## src/rtl/aoc_regs.vh

```
`ifndef AOC_REGS_VH
`define AOC_REGS_VH

// register byte offsets
`define AOC_ADDR_OFFSET 8'h00
`define AOC_ADDR_RESULT 8'h04
`define AOC_ADDR_IRQ_STAT 8'h08
`define AOC_ADDR_IRQ_MASK 8'h0c
`define AOC_ADDR_STATE 8'h10

// interrupt status / mask bit positions
`define AOC_IRQ_DONE 0
`define AOC_IRQ_RANGE 1
`define AOC_IRQ_EARLY 2
`define AOC_IRQ_REJECT 3
`define AOC_IRQ_W 4

// state register bit positions
`define AOC_ST_LIGHT 0
`define AOC_ST_DEEP 1
`define AOC_ST_BUSY 2
`define AOC_ST_SETTLED 3
`define AOC_ST_SAT 4
`define AOC_ST_W 5

// offset word layout
`define AOC_OFS_W 15
`define AOC_OFS_VAL_W 12
`define AOC_OFS_RESET 15'h0000

// result codes
`define AOC_CODE_W 14
`define AOC_RES_W 15
`define AOC_CODE_MAX 16'h3fff
`define AOC_CODE_MIN 16'h0000
`define AOC_RESULT_RESET 15'h0000

// timing, in nanoseconds
`define AOC_CLK_NS 100
`define AOC_LIGHT_WAKE_NS 100
`define AOC_DEEP_WAKE_NS 200000

`endif

```

## src/rtl/aoc_control.v

```verilog
// Added by the designer: the register offsets and strobed register access.
`timescale 1ns/100ps
`include "aoc_regs.vh"

// Function
// [RL1] light or deep sleep pin high puts the device in that mode
// [RL2] light sleep powers down everything except the voltage reference
// [RL3] host waits at least 100 ns after light sleep before converting
// [RL4] deep sleep powers down everything including the reference
// [RL5] host releases deep sleep 200 us before converting, else invalid
// [RL6] saturation on with zero offset gives plain 14-bit codes
// [RL7] saturated: above full scale all ones, below zero all zeros
// [RL8] saturated: bit fifteen flags input outside nominal span
// [RL9] nonzero offset added to raw result at end of conversion
// [RL10] saturation on clamps sum to 0x3fff maximum, 0x0000 minimum
// [RL11] range flag follows input voltage, not the clamping of the sum
// [RL12] offset is 15-bit word, low 12 signed, top 3 zero, kept; the code stores the top 3 bits as written
// [RL13] saturation off outputs the unclamped signed sum on 15 bits
// [RL14] falling edge of sample_start_n holds input and starts conversion
// [RL15] host counts power-up delay and holds off the start strobe
module aoc_control #(
	parameter DEEP_WAKE_NS = `AOC_DEEP_WAKE_NS,
	parameter RAW_W = 16
) (
	input wire clk, // 10 MHz clock
	input wire srst, // synchronous reset, active high
	input wire [7:0] bus_addr, // register byte address
	input wire [31:0] bus_wdata, // register write data
	input wire bus_wr, // write strobe
	input wire bus_rd, // read strobe
	output reg [31:0] bus_rdata, // read data, cycle after bus_rd
	output wire irq, // level interrupt
	input wire light_sleep_request, // pin: light power-down
	input wire deep_sleep_request, // pin: deep power-down
	input wire saturate_enable, // pin: clamp output codes
	input wire sample_start_n, // pin: conversion strobe, active low
	input wire sar_done, // analog core: approximation finished
	input wire [RAW_W-1:0] sar_raw, // analog core: signed raw code
	output reg core_power_en, // power to converter circuitry
	output reg ref_power_en, // power to voltage reference
	output reg hold_en, // track/hold in hold
	output reg sar_go, // one-cycle start to analog core
	output reg busy_n, // low while converting
	output reg [`AOC_RES_W-1:0] result_data // 15-bit result
);

	localparam LIGHT_WAKE_CYC =
		(`AOC_LIGHT_WAKE_NS + `AOC_CLK_NS - 1) / `AOC_CLK_NS;
	localparam DEEP_WAKE_CYC = (DEEP_WAKE_NS + `AOC_CLK_NS - 1) / `AOC_CLK_NS;
	localparam WAKE_W = 16;

	localparam ST_IDLE = 1'b0;
	localparam ST_CONV = 1'b1;

	// pin synchronisers: three flops, change accepted when 2nd and 3rd agree
	wire [3:0] pin_in;
	reg [3:0] sync1_r;
	reg [3:0] sync2_r;
	reg [3:0] sync3_r;
	reg [3:0] pin_r;
	assign pin_in = {sample_start_n, saturate_enable, deep_sleep_request,
		light_sleep_request};

	genvar gi;
	generate
		for (gi = 0; gi < 4; gi = gi + 1) begin : g_sync
			always @(posedge clk) begin
				if (srst) begin
					sync1_r[gi] <= (gi == 3) ? 1'b1 : 1'b0;
					sync2_r[gi] <= (gi == 3) ? 1'b1 : 1'b0;
					sync3_r[gi] <= (gi == 3) ? 1'b1 : 1'b0;
					pin_r[gi] <= (gi == 3) ? 1'b1 : 1'b0;
				end else begin
					sync1_r[gi] <= pin_in[gi];
					sync2_r[gi] <= sync1_r[gi];
					sync3_r[gi] <= sync2_r[gi];
					if (sync2_r[gi] == sync3_r[gi]) begin
						pin_r[gi] <= sync3_r[gi];
					end
				end
			end
		end
	endgenerate

	wire light_s = pin_r[0];
	wire deep_s = pin_r[1];
	wire sat_s = pin_r[2];
	wire start_n_s = pin_r[3];
	reg start_n_d_r;
	wire start_fall = start_n_d_r & ~start_n_s;

	// power control
	always @(posedge clk) begin
		if (srst) begin
			core_power_en <= 1'b1;
			ref_power_en <= 1'b1;
		end else begin
			core_power_en <= ~(light_s | deep_s); // see [RL1] [RL2] [RL4]
			ref_power_en <= ~deep_s; // see [RL2] [RL4]
		end
	end

	// wake counters: device only reports settling, the host owns the wait
	reg [WAKE_W-1:0] wake_cnt_r;
	reg [WAKE_W-1:0] wake_cnt_nxt;
	reg was_deep_r;
	wire settled = (wake_cnt_r == {WAKE_W{1'b0}});

	always @* begin
		wake_cnt_nxt = wake_cnt_r;
		if (deep_s) begin
			wake_cnt_nxt = DEEP_WAKE_CYC[WAKE_W-1:0]; // see [RL5]
		end else if (light_s) begin
			if (!was_deep_r) begin
				wake_cnt_nxt = LIGHT_WAKE_CYC[WAKE_W-1:0]; // see [RL3]
			end
		end else if (!settled) begin
			wake_cnt_nxt = wake_cnt_r - {{(WAKE_W-1){1'b0}}, 1'b1};
		end
	end

	always @(posedge clk) begin
		if (srst) begin
			wake_cnt_r <= {WAKE_W{1'b0}};
			was_deep_r <= 1'b0;
		end else begin
			wake_cnt_r <= wake_cnt_nxt;
			// light sleep right after deep keeps the longer reference wait
			if (deep_s) begin
				was_deep_r <= 1'b1;
			end else if (settled && !light_s) begin
				was_deep_r <= 1'b0;
			end
		end
	end

	// offset register and result arithmetic
	reg [`AOC_OFS_W-1:0] offset_r;
	wire signed [RAW_W-1:0] ofs_ext = {{(RAW_W-`AOC_OFS_VAL_W){
		offset_r[`AOC_OFS_VAL_W-1]}}, offset_r[`AOC_OFS_VAL_W-1:0]};
	wire signed [RAW_W-1:0] raw_s = sar_raw;
	wire signed [RAW_W-1:0] sum = raw_s + ofs_ext; // see [RL9]
	wire signed [RAW_W-1:0] code_max = `AOC_CODE_MAX;
	wire signed [RAW_W-1:0] code_min = `AOC_CODE_MIN;
	// flag from raw code: raw is the input voltage in nominal lsbs
	wire out_of_span = (raw_s < code_min) || (raw_s > code_max); // see [RL11]

	function [`AOC_RES_W-1:0] shape;
		input signed [RAW_W-1:0] s;
		input sat;
		input flag;
		begin
			if (!sat) begin
				shape = s[`AOC_RES_W-1:0]; // see [RL13]
			end else if (s > code_max) begin
				shape = {flag, code_max[`AOC_CODE_W-1:0]}; // see [RL7] [RL10]
			end else if (s < code_min) begin
				shape = {flag, code_min[`AOC_CODE_W-1:0]}; // see [RL7] [RL10]
			end else begin
				shape = {flag, s[`AOC_CODE_W-1:0]}; // see [RL6] [RL8]
			end
		end
	endfunction

	// conversion sequencer
	reg state_r;
	reg early_r;
	reg [`AOC_IRQ_W-1:0] ev;
	always @(posedge clk) begin
		if (srst) begin
			state_r <= ST_IDLE;
			start_n_d_r <= 1'b1;
			hold_en <= 1'b0;
			sar_go <= 1'b0;
			busy_n <= 1'b1;
			early_r <= 1'b0;
			result_data <= `AOC_RESULT_RESET;
			ev <= {`AOC_IRQ_W{1'b0}};
		end else begin
			start_n_d_r <= start_n_s;
			sar_go <= 1'b0;
			ev <= {`AOC_IRQ_W{1'b0}};
			case (state_r)
			ST_IDLE: begin
				if (start_fall) begin
					if (light_s || deep_s) begin
						// no circuitry to convert with while asleep
						ev[`AOC_IRQ_REJECT] <= 1'b1;
					end else begin
						hold_en <= 1'b1; // see [RL14]
						sar_go <= 1'b1; // see [RL14]
						busy_n <= 1'b0;
						early_r <= ~settled; // see [RL15]
						state_r <= ST_CONV;
					end
				end
			end
			ST_CONV: begin
				if (light_s || deep_s) begin
					// power removed mid-conversion: abandon it
					hold_en <= 1'b0;
					busy_n <= 1'b1;
					ev[`AOC_IRQ_REJECT] <= 1'b1;
					state_r <= ST_IDLE;
				end else if (sar_done) begin
					result_data <= shape(sum, sat_s, out_of_span);
					hold_en <= 1'b0;
					busy_n <= 1'b1;
					ev[`AOC_IRQ_DONE] <= 1'b1;
					ev[`AOC_IRQ_RANGE] <= out_of_span;
					ev[`AOC_IRQ_EARLY] <= early_r;
					state_r <= ST_IDLE;
				end
			end
			default: begin
				state_r <= ST_IDLE;
			end
			endcase
		end
	end

	// register file
	reg [`AOC_IRQ_W-1:0] irq_stat_r;
	reg [`AOC_IRQ_W-1:0] irq_mask_r;
	wire stat_rd = bus_rd && (bus_addr == `AOC_ADDR_IRQ_STAT);
	assign irq = |(irq_stat_r & irq_mask_r);

	always @(posedge clk) begin
		if (srst) begin
			offset_r <= `AOC_OFS_RESET;
			irq_mask_r <= {`AOC_IRQ_W{1'b0}};
			irq_stat_r <= {`AOC_IRQ_W{1'b0}};
		end else begin
			if (bus_wr && bus_addr == `AOC_ADDR_OFFSET) begin
				// top bits stored as written; nonzero is host misuse
				offset_r <= bus_wdata[`AOC_OFS_W-1:0]; // see [RL12]
			end
			if (bus_wr && bus_addr == `AOC_ADDR_IRQ_MASK) begin
				irq_mask_r <= bus_wdata[`AOC_IRQ_W-1:0];
			end
			// a new event beats the read-clear in the same cycle
			if (stat_rd) begin
				irq_stat_r <= ev;
			end else begin
				irq_stat_r <= irq_stat_r | ev;
			end
		end
	end

	always @(posedge clk) begin
		if (srst) begin
			bus_rdata <= 32'h0000_0000;
		end else if (bus_rd) begin
			case (bus_addr)
			`AOC_ADDR_OFFSET: begin
				bus_rdata <= {{(32-`AOC_OFS_W){1'b0}}, offset_r};
			end
			`AOC_ADDR_RESULT: begin
				bus_rdata <= {{(32-`AOC_RES_W){1'b0}}, result_data};
			end
			`AOC_ADDR_IRQ_STAT: begin
				bus_rdata <= {{(32-`AOC_IRQ_W){1'b0}}, irq_stat_r};
			end
			`AOC_ADDR_IRQ_MASK: begin
				bus_rdata <= {{(32-`AOC_IRQ_W){1'b0}}, irq_mask_r};
			end
			`AOC_ADDR_STATE: begin
				bus_rdata <= {{(32-`AOC_ST_W){1'b0}}, sat_s, settled,
					~busy_n, deep_s, light_s};
			end
			default: begin
				bus_rdata <= 32'h0000_0000;
			end
			endcase
		end else begin
			bus_rdata <= 32'h0000_0000;
		end
	end

endmodule // aoc_control

```

## config.mk

```make
export PLATFORM = sky130hd
export DESIGN_NAME = aoc_control
export DESIGN_NICKNAME = d
export VERILOG_FILES = /design/src/rtl/aoc_control.v
export VERILOG_INCLUDE_DIRS = /design/src /design/src/rtl
export SDC_FILE = /design/constraint.sdc
export NUM_CORES = 1
export LEC_CHECK = 0
export ABC_AREA = 1
export BUFFER_PORTS_ARGS = -buffer_cell sky130_fd_sc_hd__buf_2
export CELL_PAD_IN_SITES_DETAIL_PLACEMENT = 0
export CELL_PAD_IN_SITES_GLOBAL_PLACEMENT = 1
export CORE_UTILIZATION = 38
export DETAILED_ROUTE_END_ITERATION = 16
export HOLD_SLACK_MARGIN = 0.15
export PLACE_DENSITY = 0.84
export SLEW_MARGIN = 10
export SYNTH_ARGS = -nofsm -noshare
export SYNTH_HDL_FRONTEND = slang
export SYNTH_SLANG_ARGS = --single-unit
```

## constraint.sdc

```tcl
create_clock -name clk -period 2.9 [get_ports clk]
set_clock_uncertainty 0.15 [all_clocks]
set_input_delay 0.58 -clock clk [delete_from_list [all_inputs] [get_ports clk]]
set_output_delay 0.58 -clock clk [all_outputs]
set_load 0.01 [all_outputs]
```

==> flow_summary_export.csv, run 1 <==
group,metric,value,unit
status,status,"finished clean",
clock_tree,cts_tree,"done",
clock_tree,cts_resized,0,
power,p_per_area,604.8,mW/mm^2
critical_path,timing.rr.end,"result_data[11]$_SDFFE_PP0P_",
power,comb_power_share,22.3,%
critical_path,worst-path-stages,14,
global_routing,grt_pass1_wl,21.26,mm
global_routing,grt_pass1_vias,4281,
power,total_leakage_power,2.878,nW
clock_tree,clk_pin_slew,0.07,ns
logic_synthesis,synth-seq-area-share,38.41,%
critical_path,cp_slowest_stage_delay,0.39,ns
worst_hold_path,min-delay-path-class,"reg -> reg",
sta,tightest_slew,0.5358,ns
routing,drc_errors,0,
logic_synthesis,ys.flop_type,"dfxtp_1",
clock_tree,cts_made_buffers,9,
floorplanning,core,0.01288,sq mm
clock_tree,ctsHoldBuffers,0,
sta,slew_headroom,64.23,%
critical_path,worstSetupEndpoint,"result_data[11]$_SDFFE_PP0P_",
critical_path,slowest_stage,"fa_1",
critical_path,startpoint,"offset_r[0]$_SDFFE_PP0P_",
routing,drt_iter0_markers,309,
clock_tree,numClockSinks,98,
logic_synthesis,syn_area,0.005107,sq mm
critical_path,reg2regPathDepth,14,
clock_tree,clock_latency,0.35,ns
clock_tree,h-tree-depth,3,
clock_tree,ctsRootBufferMaster,"clkbuf_16",
critical_path,cp-start-kind,"flip-flop",
power,peakVddDrop,0.2954,mV
sta,hold_ws,0.2543,ns
routing,post_drt_via_cell_ratio,4.671,
power,switching_share,31.04,%
sta,rsz0062_at_grt,"no",
critical_path,arrival,2.42,ns
routing,routedWlPerCell,12.97,um
global_routing,antenna_found_initial,0,
critical_path,worst_ep_required_time,3.05,ns
floorplanning,dieArea,0.01391,sq mm
critical_path,r2r_slack,0.62,ns
sta,hold_viol,0,
sta,slew_viol_final,0,
final_layout,syn2layout_area_growth,15.87,%
logic_synthesis,synth_cell_types,43,
logic_synthesis,yosysWarnings,0,
floorplanning,ios,118,
final_layout,drive_gt1_share,18.12,%
sta,fin_crit_sh,78.55,%
routing,drt-total-wl,12.83,mm
clock_tree,clockBufferDepth,2,
sta,setup_violations,0,
global_routing,grt_max_degree,26,
sta,tns,0,ns
job,maxCapViolCount,0,
placed_design,gp_congestion,0.8192,
critical_path,timing.rr.start,"offset_r[0]$_SDFFE_PP0P_",
floorplanning,row_count,41,
power,intPower,2.468,mW
critical_path,setup.worst_path.class,"reg -> reg",
power,seqPwrFrac,42.7,%
final_layout,diodes,0,
routing,drt-pass1-iter-count,5,
global_routing,grt.total_usage,19.22,%
placed_design,dpl.hpwl,9.610,mm
global_routing,overflow,0,
power,switching_power,1.111,mW
logic_synthesis,ys_async_sr_fraction,0,%
worst_hold_path,hold_depth,2,
power,clockPowerShare,35.0,%
sta,min_period,2.278,ns
placed_design,port-buffer-count,83,
logic_synthesis,synth_edf_count,0,
routing,drtAntennaViolNets,0,
floorplanning,initial_utilization,39.67,%
critical_path,crit_chain,"ha_1, inv_1, fa_1, inv_1, nand4_1, nand2_1, nand2_1, nand2_2, nand2_2, nand2_2, nand3_4, nand3_1, nand2_1, inv_1",
sta,max_freq,439.0,MHz
critical_path,cp-end-kind,"flip-flop",
logic_synthesis,syn_avg_cell_area,6.996,sq um
logic_synthesis,netlist_instances,730,
floorplanning,die_h,117.9,um
logic_synthesis,ys_ff_latch,98,
floorplanning,die_width,117.9,um
final_layout,post-route-util,45.96,%
critical_path,path_delay_family,"simple AND/OR/NAND/NOR gates",
critical_path,crit_buf_inv,3,
final_layout,fin_nets,894,
routing,vias,4620,
clock_tree,postCtsSetupRepairBufs,0,
final_layout,fin_cells,989,
placed_design,dpl.cell_count,973,
critical_path,cp_max_fo,14,
flip-flops by register name, summed over array words and instances, names as in the netlist, 4 cells and up:
register	count
bus_rdata	15
sync2_r	4
sync3_r	4
ev	4
sync1_r	4
irq_stat_r	4
irq_mask_r	4
wake_cnt_r	16
offset_r	15
result_data	15
layout make-up:
class / instances / area, sq um
clock buffers: 11 / 252.7
flip-flops and latches: 98 / 1962
clock inverters: 5 / 60.06
fillers: 1377 / 6958
repair buffers: 90 / 467.9
well taps: 172 / 215.2
inverters: 137 / 514.2
multi-input cells: 476 / 2446
synthesized netlist by cell type, types with 3 or more instances:
| cell | instances | area (sq um) |
|---|---|---|
| nand2_2 | 9 | 56.30 |
| nand2_1 | 124 | 465.5 |
| or2_2 | 6 | 37.54 |
| o21ai_0 | 37 | 185.2 |
| nand4_1 | 7 | 43.79 |
| clkbuf_1 | 10 | 37.54 |
| a211oi_1 | 4 | 30.03 |
| buf_4 | 17 | 127.6 |
| nor2_2 | 8 | 50.05 |
| xnor2_1 | 4 | 35.03 |
| nor3_1 | 10 | 50.05 |
| nand3_1 | 40 | 200.2 |
| inv_2 | 8 | 30.03 |
| a21oi_1 | 77 | 385.4 |
| dfxtp_1 | 98 | 1962 |
| nor2_1 | 73 | 274.0 |
| xor2_1 | 4 | 35.03 |
| o22ai_1 | 14 | 87.58 |
| inv_1 | 129 | 484.2 |
| ha_1 | 16 | 200.2 |
| a31oi_1 | 3 | 18.77 |
| buf_6 | 3 | 33.78 |
cell usage in the layout (no fill, tap or decap), types with 2 or more instances in the layout:
master | Yosys | routed
ha_1 | 16 | 16
a211oi_1 | 4 | 4
buf_4 | 17 | 7
dfxtp_1 | 98 | 98
a21oi_2 | 2 | 2
a31oi_1 | 3 | 3
clkbuf_16 | 0 | 9
o21ai_0 | 37 | 37
inv_2 | 8 | 8
conb_1 | 1 | 17
nand3_4 | 2 | 2
nand3_1 | 40 | 40
nand3b_1 | 2 | 2
nand2_4 | 2 | 2
nand2_1 | 124 | 124
buf_2 | 2 | 83
a22oi_1 | 2 | 2
nor2_1 | 73 | 73
nor3_1 | 10 | 10
a21oi_1 | 77 | 77
nand3_2 | 2 | 2
or2_2 | 6 | 6
nor2_2 | 8 | 8
nand4_1 | 7 | 7
xor2_1 | 4 | 4
o22ai_1 | 14 | 14
xnor2_1 | 4 | 4
inv_1 | 129 | 129
nand2_2 | 9 | 9
clkbuf_8 | 2 | 2
cell families (layout without fill, tap and decap cells):
logic type / count (synthesis) / in the layout / synth area share [%]
xor gates and xnor gates: 8 / 8 / 1.372
and+or+nand+nor: 291 / 291 / 25.92
adders and majority gates: 17 / 17 / 4.312
AOI/OAI and AO/OA: 143 / 143 / 15.04
buffers and inverters: 172 / 243 / 14.87
DFF: 98 / 98 / 38.41
other: 1 / 17 / 0.07342
worst register-to-register path, delay by kind of cell (launching register included):
family | cells | cell delay, ns
fa+ha+maj | 2 | 0.56
flops | 1 | 0.35
buf+inv | 3 | 0.20
simple gates | 9 | 0.97
worst min-delay path by stage:
stage                          startpoint               endpoint  slack [ns]
floorplan           sync1_r[0]$_SDFF_PP0_  sync2_r[0]$_SDFF_PP0_        0.24
global placement    sync1_r[1]$_SDFF_PP0_  sync2_r[1]$_SDFF_PP0_        0.24
detailed placement  sync1_r[2]$_SDFF_PP0_  sync2_r[2]$_SDFF_PP0_        0.24
CTS                        sample_start_n  sync1_r[3]$_SDFF_PP1_        0.25
global route               sample_start_n  sync1_r[3]$_SDFF_PP1_        0.25
finish              sync1_r[2]$_SDFF_PP0_  sync2_r[2]$_SDFF_PP0_        0.25
layer usage:
metal,vias to the layer above,global-route usage (%),routed length [um]
li1,2452,-,-
met1,2043,26.66,6536
met2,117,29.34,5499
met3,8,5.378,672
met4,0,4.327,123
met5,-,0,0
stage by stage:
step,total power [mW],area [sq um],setup slack [ns]
finish,3.579,5918,0.6220
global route,3.825,5918,0.4131
CTS,3.619,5918,0.6391
detailed placement,2.360,5605,0.3366
global placement,2.357,5605,0.3360
floorplan,2.181,5167,0.6308
power by group through the flow:
| stage | clock network, mW | logic [mW] | registers (mW) |
|---|---|---|---|
| 2_1_floorplan | 0 | 0.640 | 1.54 |
| 3_3_place_gp | 0 | 0.799 | 1.56 |
| 3_5_place_dp | 0 | 0.802 | 1.56 |
| 4_1_cts | 1.28 | 0.806 | 1.53 |
| 5_1_grt | 1.34 | 0.938 | 1.55 |
| 6_report | 1.25 | 0.799 | 1.53 |
(Power assumes the default switching activity.)
==> inputs of run 2 (changes only) <==
Settings changed: CORE_UTILIZATION 38 to 34, PLACE_DENSITY 0.84 to 0.79.
Clock period 2.9 ns to 1.9 ns, I/O delays scaled along.
==> run 2 against run 1 <==
Register-to-register slack worse by 0.71 ns; largest power group unchanged; fmax is 14% higher; via count is 6.8% higher; setup slack worse by 0.71 ns; cell count is 9.3% higher; combinational power is 90% higher; critical path type unchanged; the run now ends with negative setup slack left; clock power is 50% higher; critical path depth is 2 lower.
==> flow_summary_export.csv, run 2 (synthesized netlist as in run 1, its figures left out) <==
group,metric,value,unit
clock_tree,clockBufferDepth,2,
global_routing,overflow,0,
power,switching_power,1.817,mW
routing,vias,4936,
floorplanning,row_count,44,
floorplanning,core,0.01459,sq mm
sta,worst_slack,-0.09252,ns
sta,hold_ws,0.1710,ns
placed_design,dpl.hpwl,10.40,mm
clock_tree,ctsRootBufferMaster,"clkbuf_16",
sta,slew_viol_final,0,
clock_tree,cts_made_buffers,9,
power,clockPowerShare,32.7,%
status,status,"finished, violations left",
routing,post_drt_via_cell_ratio,4.566,
final_layout,fill_cells,1469,
power,peakVddDrop,0.4507,mV
floorplanning,dieArea,0.01552,sq mm
clock_tree,cts_tree,"done",
power,total_leakage_power,3.272,nW
global_routing,grt_pass1_vias,4463,
routing,drt-pass1-iter-count,4,
final_layout,syn2layout_area_growth,36.16,%
power,seqPwrFrac,40.7,%
placed_design,gp_congestion,0.8697,
clock_tree,clock_latency,0.35,ns
routing,drt-total-wl,13.99,mm
critical_path,arrival,2.14,ns
status,violations,"negative setup slack",
clock_tree,h-tree-depth,3,
floorplanning,die_h,124.6,um
final_layout,regArea,0.001981,sq mm
final_layout,fin_nets,974,
final_layout,drive_gt1_share,32.11,%
clock_tree,clk_pin_slew,0.07,ns
placed_design,place_ws,-0.3913,ns
global_routing,grt_pass1_wl,22.51,mm
sta,fin_crit_sh,104.9,%
sta,rsz0062_at_grt,"yes",
final_layout,multi_input_area,0.002854,sq mm
clock_tree,numClockSinks,98,
final_layout,final_common_cell,"inv_1",
critical_path,cp-end-kind,"flip-flop",
floorplanning,initial_utilization,35.01,%
sta,max_freq,501.9,MHz
routing,drc_errors,0,
routing,drtAntennaViolNets,0,
sta,tns,-0.9403,ns
power,switching_share,31.73,%
global_routing,grt.total_usage,18.36,%
power,p_per_area,823.3,mW/mm^2
routing,routedWlPerCell,12.94,um
job,maxCapViolCount,0,
sta,min_period,1.993,ns
power,comb_power_share,26.5,%
sta,slew_headroom,57.90,%
final_layout,final_cell_mix,"inv_1 (126), nand2_1 (105), dfxtp_1 (89)",
worst_hold_path,min-delay-path-class,"in -> reg",
power,intPower,3.908,mW
global_routing,grt_max_degree,20,
placed_design,port-buffer-count,83,
sta,setup_violations,15,
final_layout,diodes,0,
critical_path,worst_ep_required_time,2.05,ns
sta,hold_viol,0,
routing,drt_iter0_markers,344,
final_layout,fin_cells,1081,
floorplanning,die_width,124.6,um
final_layout,regMostFlops,"wake_cnt_r",
critical_path,cp-start-kind,"flip-flop",
floorplanning,ios,118,
critical_path,setup.worst_path.class,"reg -> reg",
sta,tightest_slew,0.6306,ns
placed_design,dpl.cell_count,1046,
critical_path,cp_max_fo,7,
final_layout,largest_reg_flops,16,
power,p_total,5.725,mW
global_routing,antenna_found_initial,0,
==> run 2: critical path, stage by stage, from the launching register on <==
cell	delay [ns]
dfxtp_4	0.39
ha_4	0.31
nand2_1	0.08
nor2_2	0.14
and3_4	0.21
nand2_4	0.06
nand2_2	0.06
nand2_2	0.05
nand2_4	0.11
nand3_4	0.15
nand3_2	0.12
nand2_1	0.06
inv_1	0.05
==> run 2: area by class of cell <==
class,count,area share [%]
multi-input combinational,478,41.04
sequential,98,28.48
timing repair buffer,168,15.44
inverter,137,7.395
tap,184,3.311
clock buffer,10,3.293
clock inverter,6,1.044
==> run 2: routing by layer <==
layer / global-route usage, % / part of all wire (%)
met1: 25.48 / 49
met2: 28.37 / 44
met3: 3.823 / 5.9
met4: 5.670 / 0.52
met5: 0 / 0
==> run 2: per-stage QoR <==
stage,utilization [%],area [sq um]
2_1_floorplan,-,5249
5_1_grt,47.67,6954
3_5_place_dp,42.20,6156
6_report,47.67,6954
4_1_cts,47.04,6863
3_3_place_gp,42.20,6156
==> run 2: power groups by stage <==
stage	registers [mW]	logic, mW	clock network, mW
6_report	2.33	1.52	1.87
5_1_grt	2.36	1.71	2.02
4_1_cts	2.33	1.43	1.93
3_5_place_dp	2.38	1.37	0
3_3_place_gp	2.38	1.37	0
2_1_floorplan	2.35	0.981	0
==> run 2: path summary, 6_finish.rpt <==
path                                                 from                          end  slack, ns  depth (start not counted)
worst max-delay path            offset_r[11]$_SDFFE_PP0P_  result_data[3]$_SDFFE_PP0P_      -0.09                         12
worst min-delay path                         bus_wdata[8]     offset_r[8]$_SDFFE_PP0P_       0.17                          3
worst max register to register  offset_r[11]$_SDFFE_PP0P_  result_data[3]$_SDFFE_PP0P_      -0.09                         12
worst min register to register      sync1_r[1]$_SDFF_PP0_        sync2_r[1]$_SDFF_PP0_       0.25                          2
==> run 2: what timing repair did <==
item                                   4_1_cts  5_1_grt
cloned                                       2        1
setup buffers                                3        4
setup endpoints to repair                   15       28
hold buffers                                 9        0
endpoints found under the hold margin       10        0
pin swaps                                   14       16
resized for setup                           49       22
